**config.mk**
```make
export PLATFORM = sky130hd
export DESIGN_NAME = khm_mailbox
export DESIGN_NICKNAME = d
export VERILOG_FILES = /design/src/khm_pkg.sv /design/src/khm_buf2.sv /design/src/khm_mailbox.sv
export SDC_FILE = /design/constraint.sdc
export NUM_CORES = 1
export LEC_CHECK = 0
export ABC_AREA = 1
export BUFFER_PORTS_ARGS = -buffer_cell sky130_fd_sc_hd__buf_2
export CAP_MARGIN = 10
export CORE_MARGIN = 5
export CORE_UTILIZATION = 41
export CTS_BUF_LIST = sky130_fd_sc_hd__clkbuf_8
export CTS_CLUSTER_DIAMETER = 30
export DETAILED_ROUTE_END_ITERATION = 10
export PLACE_DENSITY = 0.7
export SETUP_SLACK_MARGIN = 0.2
export SYNTH_ARGS = -nofsm -noshare
export SYNTH_HDL_FRONTEND = slang
export SYNTH_SLANG_ARGS = --single-unit
```
**constraint.sdc**
```tcl
create_clock -name mclk -period 1.7 [get_ports mclk]
set_input_delay 0.255 -clock mclk [delete_from_list [all_inputs] [get_ports mclk]]
set_output_delay 0.255 -clock mclk [all_outputs]
set_load 0.05 [all_outputs]
```
**src/khm_pkg.sv**
```systemverilog
package khm_pkg;

  // ****************************************
  // Microcontroller-side addresses
  // ****************************************
  localparam logic [14:0] KHM_ADDR_DATA   = 15'h7FF1;
  localparam logic [14:0] KHM_ADDR_STATUS = 15'h7FF2;
  localparam logic [14:0] KHM_ADDR_AUX    = 15'h7FFA;
  localparam logic [14:0] KHM_ADDR_FLAG   = 15'h7FFD;

  // ****************************************
  // Host I/O ports
  // ****************************************
  localparam logic [15:0] KHM_PORT_DATA = 16'h0060;
  localparam logic [15:0] KHM_PORT_CMD  = 16'h0064;
  localparam int          KHM_SA2_BIT   = 2;

  // ****************************************
  // Status bit positions and reset values
  // ****************************************
  localparam int         KHM_ST_OBF  = 0;
  localparam int         KHM_ST_IBF  = 1;
  localparam int         KHM_ST_CD   = 3;
  localparam int         KHM_ST_AUX  = 5;
  localparam logic [7:0] KHM_HW_MASK = 8'h0B;
  localparam logic [7:0] KHM_RST_GP  = 8'h00;
  localparam logic [7:0] KHM_RST_BYTE = 8'h00;

  // ****************************************
  // Carriers
  // ****************************************
  typedef struct packed {
    logic        wr;
    logic        rd;
    logic [14:0] addr;
    logic [7:0]  wdata;
  } khm_mcu_req_t;

  typedef struct packed {
    logic       vld;
    logic [7:0] data;
  } khm_word_t;

  typedef struct packed {
    logic obf_en;
    logic fw_ctrl;
    logic aux_hw;
  } khm_cfg_t;

endpackage : khm_pkg

```
**src/khm_buf2.sv**
```systemverilog
`timescale 1ns/100ps
module khm_buf2
  import khm_pkg::*;
(
  input  wire logic       mclk,
  input  wire logic       nrst,
  input  wire logic       in_valid,
  output logic            in_ready,
  input  wire logic [7:0] in_data,
  output logic            out_valid,
  input  wire logic       out_ready,
  output logic [7:0]      out_data
);

  // ****************************************
  // State
  // ****************************************
  typedef struct packed {
    logic [1:0][7:0] mem;
    logic            rd_ix;
    logic            wr_ix;
    logic [1:0]      cnt;
  } khm_buf_st_t;

  khm_buf_st_t st_q;
  khm_buf_st_t st_d;
  logic        push;
  logic        pop;

  always_comb
  begin
    st_d = st_q;
    push = in_valid && (st_q.cnt != 2'h2);
    pop  = out_ready && (st_q.cnt != 2'h0);
    if (push)
    begin
      st_d.mem[st_q.wr_ix] = in_data;
      st_d.wr_ix = ~st_q.wr_ix;
    end
    if (pop)
    begin
      st_d.rd_ix = ~st_q.rd_ix;
    end
    st_d.cnt = st_q.cnt + {1'b0, push} - {1'b0, pop};
  end

  always_ff @(posedge mclk or negedge nrst)
  begin
    if (!nrst)
    begin
      st_q <= '0;
    end
    else
    begin
      st_q <= st_d;
    end
  end

  assign in_ready  = (st_q.cnt != 2'h2);
  assign out_valid = (st_q.cnt != 2'h0);
  assign out_data  = st_q.mem[st_q.rd_ix];

  count_bound_a: assert property (@(posedge mclk) disable iff (!nrst) st_q.cnt <= 2'h2)
    else $error("buffer count out of range");

endmodule : khm_buf2

```
**src/khm_mailbox.sv**
```systemverilog
`timescale 1ns/100ps
// How it works
// (RULE1) Host data read clears output-full and both output-full signals.
// (RULE2) Host command write loads input buffer, sets command bit and input-full.
// (RULE3) Micro write to primary or aux location loads read buffer, sets output-full; code ignores the write while the buffer holds 2 bytes.
// (RULE4) Primary write also sets keyboard output-full signal driving keyboard interrupt.
// (RULE5) Aux write also sets aux output-full signal driving mouse interrupt.
// (RULE6) Micro read of data location returns host byte and clears input-full.
// (RULE7) Status bits 7,6,4,2 and soft bit 5 are micro read/write.
// (RULE8) Host sees status read-only; micro cannot write bits 0,1,3.
// (RULE9) Host buffer write copies SA2 into status bit 3.
// (RULE10) Input-full raises micro interrupt when enabled; cleared by micro read.
// (RULE11) Output-full clears when host reads output data.
// (RULE12) Aux status bit set by aux write, cleared by primary write.
// (RULE13) Keyboard signal resets to zero and clears on host data read.
// (RULE14) Firmware control: flag location bit 0 sets or clears keyboard signal.
// (RULE15) Flag location reads zeros above bit 0, bit 0 current keyboard value.
// (RULE16) Keyboard interrupt low when disabled, else hardware flag or firmware latch.
// (RULE17) Mouse interrupt low when disabled, else aux flag; select picks bit 5.
// (RULE18) Aux signal resets to zero and clears on host data read.
// (RULE19) Host sends commands by I/O writes to port 0x64.
// (RULE20) Host data write loads input buffer, clears command bit, sets input-full.
// (RULE21) Host port accesses count only when address-enable shows non-DMA cycle.
// (RULE22) Host waits for input-full clear before writing again.
// (RULE23) Host status read returns the status byte without altering flags.
module khm_mailbox
  import khm_pkg::*;
(
  input  wire logic         mclk,
  input  wire logic         nrst,
  input  wire logic [15:0]  host_sa,
  input  wire logic         host_aen,
  input  wire logic         host_ior_n,
  input  wire logic         host_iow_n,
  input  wire logic [7:0]   host_sd_in,
  output logic [7:0]        host_sd_out,
  output logic              host_sd_oe,
  input  wire khm_mcu_req_t mcu_req,
  output logic [7:0]        mcu_rdata,
  input  wire khm_cfg_t     cfg,
  input  wire logic         ibf_irq_en,
  output logic              input_full_cpu_interrupt,
  output logic              keyboard_interrupt_line,
  output logic              mouse_interrupt_line
);

  // ****************************************
  // State
  // ****************************************
  typedef struct packed {
    logic [1:0] aen_s;
    logic [1:0] ior_n_s;
    logic [1:0] iow_n_s;
    logic [1:0][15:0] sa_s;
    logic [1:0][7:0]  sd_s;
    logic       rd_act;
    logic       wr_act;
    logic [7:0] in_byte;
    logic [7:0] gp_bits;
    logic       input_full_flag;
    logic       output_full_flag;
    logic       cmd_bit;
    logic       aux_out_full_bit;
    logic       kbd_out_full_sig;
    logic       aux_out_full_sig;
    logic       fw_latch;
    logic [7:0] sd_out;
    logic       sd_oe;
    logic [7:0] rdata;
    logic       ibf_irq;
    logic       kbd_irq;
    logic       mouse_irq;
  } khm_st_t;

  khm_st_t    st_q;
  khm_st_t    st_d;
  logic       out_vld;
  logic       out_rdy;
  logic [7:0] out_byte;
  logic       buf_in_rdy;
  khm_word_t  mcu_out;

  logic       h_sel;
  logic       h_rd_edge;
  logic       h_wr_edge;
  logic       h_data;
  logic       h_cmd;
  logic       m_wr_pri;
  logic       m_wr_aux;
  logic       m_rd_data;
  logic       m_wr_stat;
  logic       m_wr_flag;
  logic       data_rd;
  logic       kbd_val;
  logic [7:0] status;

  // ****************************************
  // Output data buffer
  // ****************************************
  assign mcu_out = '{vld: m_wr_pri || m_wr_aux, data: mcu_req.wdata};

  khm_buf2 u_obuf (
    .mclk      (mclk),
    .nrst      (nrst),
    .in_valid  (mcu_out.vld),
    .in_ready  (buf_in_rdy),
    .in_data   (mcu_out.data),
    .out_valid (out_vld),
    .out_ready (out_rdy),
    .out_data  (out_byte)
  );

  // ****************************************
  // Next state
  // ****************************************
  always_comb
  begin
    st_d = st_q;
    st_d.aen_s   = {st_q.aen_s[0], host_aen};
    st_d.ior_n_s = {st_q.ior_n_s[0], host_ior_n};
    st_d.iow_n_s = {st_q.iow_n_s[0], host_iow_n};
    st_d.sa_s    = {st_q.sa_s[0], host_sa};
    st_d.sd_s    = {st_q.sd_s[0], host_sd_in};
    h_sel = !st_q.aen_s[1]
            && ((st_q.sa_s[1] == KHM_PORT_DATA) || (st_q.sa_s[1] == KHM_PORT_CMD)); // [RULE21]
    h_rd_edge = h_sel && !st_q.ior_n_s[1] && !st_q.rd_act;
    h_wr_edge = h_sel && !st_q.iow_n_s[1] && !st_q.wr_act;
    h_data = (st_q.sa_s[1] == KHM_PORT_DATA);
    h_cmd  = (st_q.sa_s[1] == KHM_PORT_CMD);
    st_d.rd_act = h_sel && !st_q.ior_n_s[1];
    st_d.wr_act = h_sel && !st_q.iow_n_s[1];

    m_wr_pri  = mcu_req.wr && (mcu_req.addr == KHM_ADDR_DATA) && buf_in_rdy;
    m_wr_aux  = mcu_req.wr && (mcu_req.addr == KHM_ADDR_AUX) && buf_in_rdy;
    m_rd_data = mcu_req.rd && (mcu_req.addr == KHM_ADDR_DATA);
    m_wr_stat = mcu_req.wr && (mcu_req.addr == KHM_ADDR_STATUS);
    m_wr_flag = mcu_req.wr && (mcu_req.addr == KHM_ADDR_FLAG);
    data_rd   = h_rd_edge && h_data;
    out_rdy   = data_rd && out_vld;

    // Host writes to input buffer
    if (h_wr_edge)
    begin
      st_d.in_byte = st_q.sd_s[1];                              // [RULE2] [RULE20]
      st_d.cmd_bit = st_q.sa_s[1][KHM_SA2_BIT];                 // [RULE9] [RULE19]
    end

    // Input-full: set wins over micro read
    if (h_wr_edge)
    begin
      st_d.input_full_flag = 1'b1;                              // [RULE2] [RULE20]
    end
    else if (m_rd_data)
    begin
      st_d.input_full_flag = 1'b0;                              // [RULE6]
    end

    // Output-full and aux flags: micro write wins over host read
    if (mcu_out.vld)
    begin
      st_d.output_full_flag = 1'b1;                             // [RULE3]
      st_d.aux_out_full_bit = m_wr_aux;                         // [RULE12]
    end
    else if (data_rd && out_vld)
    begin
      st_d.output_full_flag = 1'b0;                             // [RULE1] [RULE11]
    end

    if (m_wr_pri)
    begin
      st_d.kbd_out_full_sig = 1'b1;                             // [RULE4]
    end
    else if (data_rd)
    begin
      st_d.kbd_out_full_sig = 1'b0;                             // [RULE13]
    end
    if (m_wr_aux)
    begin
      st_d.aux_out_full_sig = 1'b1;                             // [RULE5]
    end
    else if (data_rd)
    begin
      st_d.aux_out_full_sig = 1'b0;                             // [RULE18]
    end

    if (m_wr_flag)
    begin
      st_d.fw_latch = mcu_req.wdata[0];                         // [RULE14]
    end

    if (m_wr_stat)
    begin
      st_d.gp_bits = mcu_req.wdata & ~KHM_HW_MASK;              // [RULE7] [RULE8]
    end

    // Status assembly
    status = st_q.gp_bits;                                      // [RULE7]
    if (cfg.aux_hw)
    begin
      status[KHM_ST_AUX] = st_q.aux_out_full_bit;               // [RULE17]
    end
    status[KHM_ST_CD]  = st_q.cmd_bit;
    status[KHM_ST_IBF] = st_q.input_full_flag;
    status[KHM_ST_OBF] = st_q.output_full_flag;

    // Host read data drive
    st_d.sd_oe = st_d.rd_act;
    if (h_rd_edge)
    begin
      st_d.sd_out = h_cmd ? status : out_byte;                  // [RULE23]
    end

    // Micro read data
    kbd_val = cfg.fw_ctrl ? st_q.fw_latch : st_q.kbd_out_full_sig;
    st_d.rdata = KHM_RST_BYTE;
    if (mcu_req.rd)
    begin
      unique case (mcu_req.addr)
        KHM_ADDR_DATA:   st_d.rdata = st_q.in_byte;             // [RULE6]
        KHM_ADDR_STATUS: st_d.rdata = status;
        KHM_ADDR_FLAG:   st_d.rdata = {7'h00, kbd_val};         // [RULE15]
        default:         st_d.rdata = KHM_RST_BYTE;
      endcase
    end

    // Interrupts
    st_d.ibf_irq   = ibf_irq_en && st_d.input_full_flag;        // [RULE10]
    st_d.kbd_irq   = cfg.obf_en
                     && (cfg.fw_ctrl ? st_d.fw_latch : st_d.kbd_out_full_sig); // [RULE16]
    st_d.mouse_irq = cfg.obf_en && st_d.aux_out_full_sig;       // [RULE17]
  end

  always_ff @(posedge mclk or negedge nrst)
  begin
    if (!nrst)
    begin
      st_q <= '0;
      st_q.aen_s   <= 2'h3;
      st_q.ior_n_s <= 2'h3;
      st_q.iow_n_s <= 2'h3;
    end
    else
    begin
      st_q <= st_d;
    end
  end

  // ****************************************
  // Outputs
  // ****************************************
  assign host_sd_out               = st_q.sd_out;
  assign host_sd_oe                = st_q.sd_oe;
  assign mcu_rdata                 = st_q.rdata;
  assign input_full_cpu_interrupt  = st_q.ibf_irq;
  assign keyboard_interrupt_line   = st_q.kbd_irq;
  assign mouse_interrupt_line      = st_q.mouse_irq;

  // ****************************************
  // Checks
  // ****************************************
  host_read_clr_a: assert property (@(posedge mclk) disable iff (!nrst) // [RULE1]
    (data_rd && !mcu_out.vld) |=> !st_q.kbd_out_full_sig && !st_q.aux_out_full_sig)
    else $error("host data read left output-full signals set");

  cmd_write_a: assert property (@(posedge mclk) disable iff (!nrst) // [RULE2]
    (h_wr_edge && h_cmd) |=> st_q.cmd_bit && st_q.input_full_flag)
    else $error("command write did not set flags");

  data_write_a: assert property (@(posedge mclk) disable iff (!nrst) // [RULE20]
    (h_wr_edge && h_data) |=> !st_q.cmd_bit && st_q.input_full_flag)
    else $error("data write did not set flags");

  obf_set_a: assert property (@(posedge mclk) disable iff (!nrst) // [RULE3]
    mcu_out.vld |=> st_q.output_full_flag)
    else $error("output-full not set");

  obf_clear_a: assert property (@(posedge mclk) disable iff (!nrst) // [RULE11]
    (data_rd && out_vld && !mcu_out.vld) |=> !st_q.output_full_flag)
    else $error("output-full not cleared by host data read");

  kbd_set_a: assert property (@(posedge mclk) disable iff (!nrst) // [RULE4]
    m_wr_pri |=> st_q.kbd_out_full_sig)
    else $error("keyboard output-full signal not set");

  aux_set_a: assert property (@(posedge mclk) disable iff (!nrst) // [RULE5]
    m_wr_aux |=> st_q.aux_out_full_sig && st_q.aux_out_full_bit)
    else $error("aux output-full not set");

  aux_bit_a: assert property (@(posedge mclk) disable iff (!nrst) // [RULE12]
    m_wr_pri |=> !st_q.aux_out_full_bit)
    else $error("aux bit not cleared by primary write");

  ibf_clear_a: assert property (@(posedge mclk) disable iff (!nrst) // [RULE6]
    (m_rd_data && !h_wr_edge) |=> !st_q.input_full_flag)
    else $error("input-full not cleared by micro read");

  ibf_data_a: assert property (@(posedge mclk) disable iff (!nrst) // [RULE6]
    m_rd_data |=> (mcu_rdata == $past(st_q.in_byte)))
    else $error("micro read returned wrong host byte");

  sa2_copy_a: assert property (@(posedge mclk) disable iff (!nrst) // [RULE9]
    h_wr_edge |=> (st_q.cmd_bit == $past(st_q.sa_s[1][KHM_SA2_BIT])))
    else $error("command bit does not follow address bit");

  ibf_irq_a: assert property (@(posedge mclk) disable iff (!nrst) // [RULE10]
    input_full_cpu_interrupt == (st_q.input_full_flag && $past(ibf_irq_en)))
    else $error("input-full interrupt mismatch");

  hw_bits_a: assert property (@(posedge mclk) disable iff (!nrst) // [RULE8]
    (m_wr_stat && !h_wr_edge && !data_rd) |=> ((st_q.gp_bits & KHM_HW_MASK) == 8'h00)
      && $stable(st_q.input_full_flag) && $stable(st_q.output_full_flag) && $stable(st_q.cmd_bit))
    else $error("micro write changed hardware status bits");

  keyboard_interrupt_line_off_a: assert property (@(posedge mclk) disable iff (!nrst) // [RULE16]
    !cfg.obf_en |=> !keyboard_interrupt_line && !mouse_interrupt_line)
    else $error("interrupt driven while disabled");

  keyboard_interrupt_line_follow_a: assert property (@(posedge mclk) disable iff (!nrst) // [RULE16]
    keyboard_interrupt_line == ($past(cfg.obf_en)
      && ($past(cfg.fw_ctrl) ? st_q.fw_latch : st_q.kbd_out_full_sig)))
    else $error("keyboard interrupt does not follow its source");

  mouse_interrupt_line_follow_a: assert property (@(posedge mclk) disable iff (!nrst) // [RULE17]
    mouse_interrupt_line == ($past(cfg.obf_en) && st_q.aux_out_full_sig))
    else $error("mouse interrupt does not follow aux signal");

  fw_latch_a: assert property (@(posedge mclk) disable iff (!nrst) // [RULE14]
    m_wr_flag |=> (st_q.fw_latch == $past(mcu_req.wdata[0])))
    else $error("firmware latch not loaded");

  flag_read_a: assert property (@(posedge mclk) disable iff (!nrst) // [RULE15]
    (mcu_req.rd && mcu_req.addr == KHM_ADDR_FLAG) |=> (mcu_rdata[7:1] == 7'h00))
    else $error("flag location upper bits nonzero");

  flag_bit0_a: assert property (@(posedge mclk) disable iff (!nrst) // [RULE15]
    (mcu_req.rd && mcu_req.addr == KHM_ADDR_FLAG)
      |=> (mcu_rdata[0] == $past(kbd_val)))
    else $error("flag location bit 0 wrong");

  status_keep_a: assert property (@(posedge mclk) disable iff (!nrst) // [RULE23]
    (h_rd_edge && h_cmd && !h_wr_edge && !mcu_req.wr && !mcu_req.rd)
      |=> $stable(st_q.input_full_flag) && $stable(st_q.output_full_flag))
    else $error("status read altered a flag");

  dma_ignore_a: assert property (@(posedge mclk) disable iff (!nrst) // [RULE21]
    st_q.aen_s[1] |=> !st_q.wr_act && !st_q.rd_act && !host_sd_oe)
    else $error("host access taken during DMA cycle");

endmodule : khm_mailbox

```
==> flow_metrics.env <==
export IMPL_synth_seq_cells=115
export IMPL_post_synth_most_frequent_cells="151 x nand2_1, 109 x dfrtp_1, 82 x inv_1, 34 x nand3_1, 24 x nor2_1"
export IMPL_ant_nets=0
export IMPL_htree_num_levels=4
export IMPL_post_synth_cell_area_avg_um2=9.42
export IMPL_vias=3545
export IMPL_timing_critical_path_fanout_max=2
export IMPL_crit_family="simple AND/OR/NAND/NOR gates"
export IMPL_pwr_density_cell_mw_per_mm2=958
export IMPL_design_core_area_mm2=0.0114
export IMPL_max_cap_violations=0
export IMPL_first_global_vias=3644
export IMPL_setup_repair_after_global_routing_missed_its_margin="yes"
export IMPL_initial_utilization_pct=41.5
export IMPL_finalInstanceArea_mm2=0.00623
export IMPL_yosys_top_cells_area="dfrtp_1 58%, nand2_1 12%, inv_1 6.5%"
export IMPL_critPathBufInv=2
export IMPL_worst_hold_slack_ns=0.0818
export IMPL_crit_cells=11
export IMPL_first_pass_iters=4
export IMPL_dp_final_hpwl_mm=6.94
export IMPL_final_setup_worst_slack_ns=-0.0201
export IMPL_global_route_overflow_total=0
export IMPL_crit_path_end_kind="register"
export IMPL_most_instantiated_library_cell_after_synthesis="nand2_1"
export IMPL_synth_warnings=0
export IMPL_arrival_time_worst_endpoint_ns=2.09
export IMPL_share_of_synthesized_area_occupied_by_flip_flops_and_latches_pct=61.1
export IMPL_cts_inserted_buffers=17
export IMPL_syn_cell_area_mm2=0.00472
export IMPL_critical_path_required_ns=2.07
export IMPL_drt_total_wl_mm=10.1
export IMPL_min_delay_path_class="input pin to register"
export IMPL_synthDominantAreaCellType="dfrtp_1"
export IMPL_dpl_worst_slack_ns=-0.0149
export IMPL_fp_dieArea_mm2=0.0138
export IMPL_yosys_cell_types_count=31
export IMPL_totalPowerFinal_uw=5960
export IMPL_area_growth_synth_to_final_pct=31.9
export IMPL_timing_final_crit_share_pct=101
export IMPL_power_leakage_uw=0.00327
export IMPL_antenna_found_initial=0
export IMPL_drt_iter0_drc=219
export IMPL_final_setup_skew_ns=0.0125
export IMPL_pin_slew_with_the_least_headroom_to_its_limit_ns=0.578
export IMPL_gp_routability_congestion=0.864
export IMPL_cp_cell_sequence="inv_1 -> nand2_1 -> nor2_1 -> nand2_1 -> nor2_2 -> nand4_1 -> nor2_2 -> ha_1 -> inv_2 -> ha_4 -> xnor2_2"
export IMPL_post_synth_inst_count=501
export IMPL_cp_startpoint="st_q[87]"
export IMPL_groute_usage_overall_pct=15.8
export IMPL_routed_wire_length_per_instance_um=13.0
export IMPL_slew_violations=0
export IMPL_postSynth_asyncResetShare_pct=100
export IMPL_postSynthNetCount=561
export IMPL_hold_path_cell_count=2
export IMPL_hold_violations=0
export IMPL_cts_root_to_sink_buffers=2
export IMPL_clkSinkCount=115
export IMPL_clock_tree_from_tritoncts="done"
export IMPL_startpoint_type="register"
export IMPL_crit_path_max_incr_delay_ns=0.38
export IMPL_yosys_most_used_dff="dfrtp_1"
export IMPL_rows=39
export IMPL_synth_enable_flop_cells=0
export IMPL_layout_filler_cells=937
export IMPL_worst_slew_margin_rel_pct=61.5
export IMPL_fin_nets=683
export IMPL_placed_area_mm2=0.00522
export IMPL_final_period_minus_worst_setup_slack_ns=1.72
export IMPL_diodes=0
export IMPL_portBuffers=77
export IMPL_die_h_um=117
export IMPL_grt_max_degree=48
export IMPL_hold_start="ibf_irq_en"
export IMPL_drc=0
export IMPL_worst_setup_path_type="register to register"
export IMPL_violations="negative setup slack"
export IMPL_run_status="complete, but fails checks"
export IMPL_io_pins=78
export IMPL_layout_drive_gt1_share_pct=29.6
export IMPL_skew_pair_late_insertion_delay_ns=0.44
export IMPL_vias_per_cell=4.55
export IMPL_ir_worst_vdd_uv=391
export IMPL_reg2reg_from="st_q[87]"
export IMPL_cts_reportedPaths_clkPinSlew_ns=0.08
export IMPL_maxClockFrequency_mhz=581
export IMPL_slowest_stage="dfrtp_1"
export IMPL_synth_top_area_share_pct=57.8
export IMPL_clk_root_buffer_cell="clkbuf_8"
export IMPL_die_x_um=117
export IMPL_wire_length_of_the_first_global_routing_pass_mm=17.4
export IMPL_rr_worst_depth=11
export IMPL_final_setup_viol_count=2
[power by group]
| part | total (µW) | leakage, µW | internal (µW) | switching, µW |
|---|---|---|---|---|
| clock network | 2850 | 0.000225 | 1700 | 1150 |
| logic | 276 | 0.00170 | 123 | 152 |
| registers | 2830 | 0.00135 | 2810 | 23.0 |
| total | 5960 | 0.00327 | 4640 | 1330 |
[placed cells by master, fill, tap and decap left out, types with 2 or more instances in the layout]
master         Yosys  routed
nand3_2            0       4
buf_12             0       4
nor2_4             1       2
dfrtp_1          109     108
buf_2              5      76
nand2_8            1       2
clkinvlp_4         0       2
nand4_1           13      13
nand2_2            4      10
o21ai_0           22      20
nand4_4            2       4
buf_4             17      15
inv_4              0       2
dfstp_2            6       6
inv_2              6       6
nand3_1           34      30
dlygate4sd3_1      0      28
clkbuf_8           0      19
inv_1             82      80
bufinv_16          0       4
inv_6              0       2
nand2_4            1       5
clkinv_4           0       4
nor2_2             4       6
nor2_1            24      22
buf_6              1       2
o21ai_2            0       3
clkinv_1           2       2
nand2_1          151     141
[registers in the layout, summed over array words and instances (netlist names)]
| name | flops |
|---|---|
| u_obuf.st_q | 20 |
| mcu_rdata | 8 |
| input_full_cpu_interrupt | 1 |
| st_q | 48 |
| st_d | 27 |
| host_sd_oe | 1 |
| mouse_interrupt_line | 1 |
| keyboard_interrupt_line | 1 |
| host_sd_out | 8 |
[metal layers]
layer | vias to the layer above | global-route usage, % | part of all wire [%]
li1 | 1768 | - | -
met3 | 20 | 5.58 | 5.7
met1 | 1652 | 19.0 | 43
met5 | - | 0 | 0
met2 | 105 | 25.2 | 49
met4 | 0 | 7.47 | 2.4
[logic make-up after synthesis]
logic type	synth area share [%]
AOI/OAI and AO/OA	3.31
xor gates and xnor gates	0.371
buffers and inverters	11.0
muxes	0.239
DFF	61.1
adders and majority gates	0.530
and+or+nand+nor	23.4
[final cells by class]
type                            count  area (µm²)  share of cell area [%]
Clock buffer                       19         262                    4.20
Tap cell                          143         179                    2.87
Multi-Input combinational cell    274        1480                    23.8
Sequential cell                   115        2890                    46.4
Clock inverter                     13         199                    3.20
Timing Repair Buffer              125         876                    14.1
Inverter                           90         343                    5.51
[repair_timing]
action,in CTS,in global routing
endpoints found under the setup margin,23,43
setup buffers,2,6
hold endpoints to repair,57,0
cloned,2,1
resized for setup,15,25
hold buffers,28,0
pin swaps,10,10
[metrics by stage]
stage / setup TNS, ns / util [%] / cells
6_report: -0.0296 / 54.8 / 779
5_1_grt: -0.855 / 54.8 / 779
4_1_cts: -0.0589 / 53.3 / 772
3_5_place_dp: -0.0186 / 45.9 / 708
3_3_place_gp: 0 / 45.9 / 708
2_1_floorplan: 0 / - / 501
[path summary, 6_finish.rpt]
path,endpoint,slack [ns]
min in group asynchronous,st_q[88],0.32
worst max-delay path,u_obuf.st_q[1],-0.02
worst max register to register,u_obuf.st_q[1],-0.02
worst min register to register,st_q[77],0.34
worst min-delay path,input_full_cpu_interrupt,0.08
max in group asynchronous,st_q[29],0.77
Note: power is estimated with default switching activity, not from simulation.
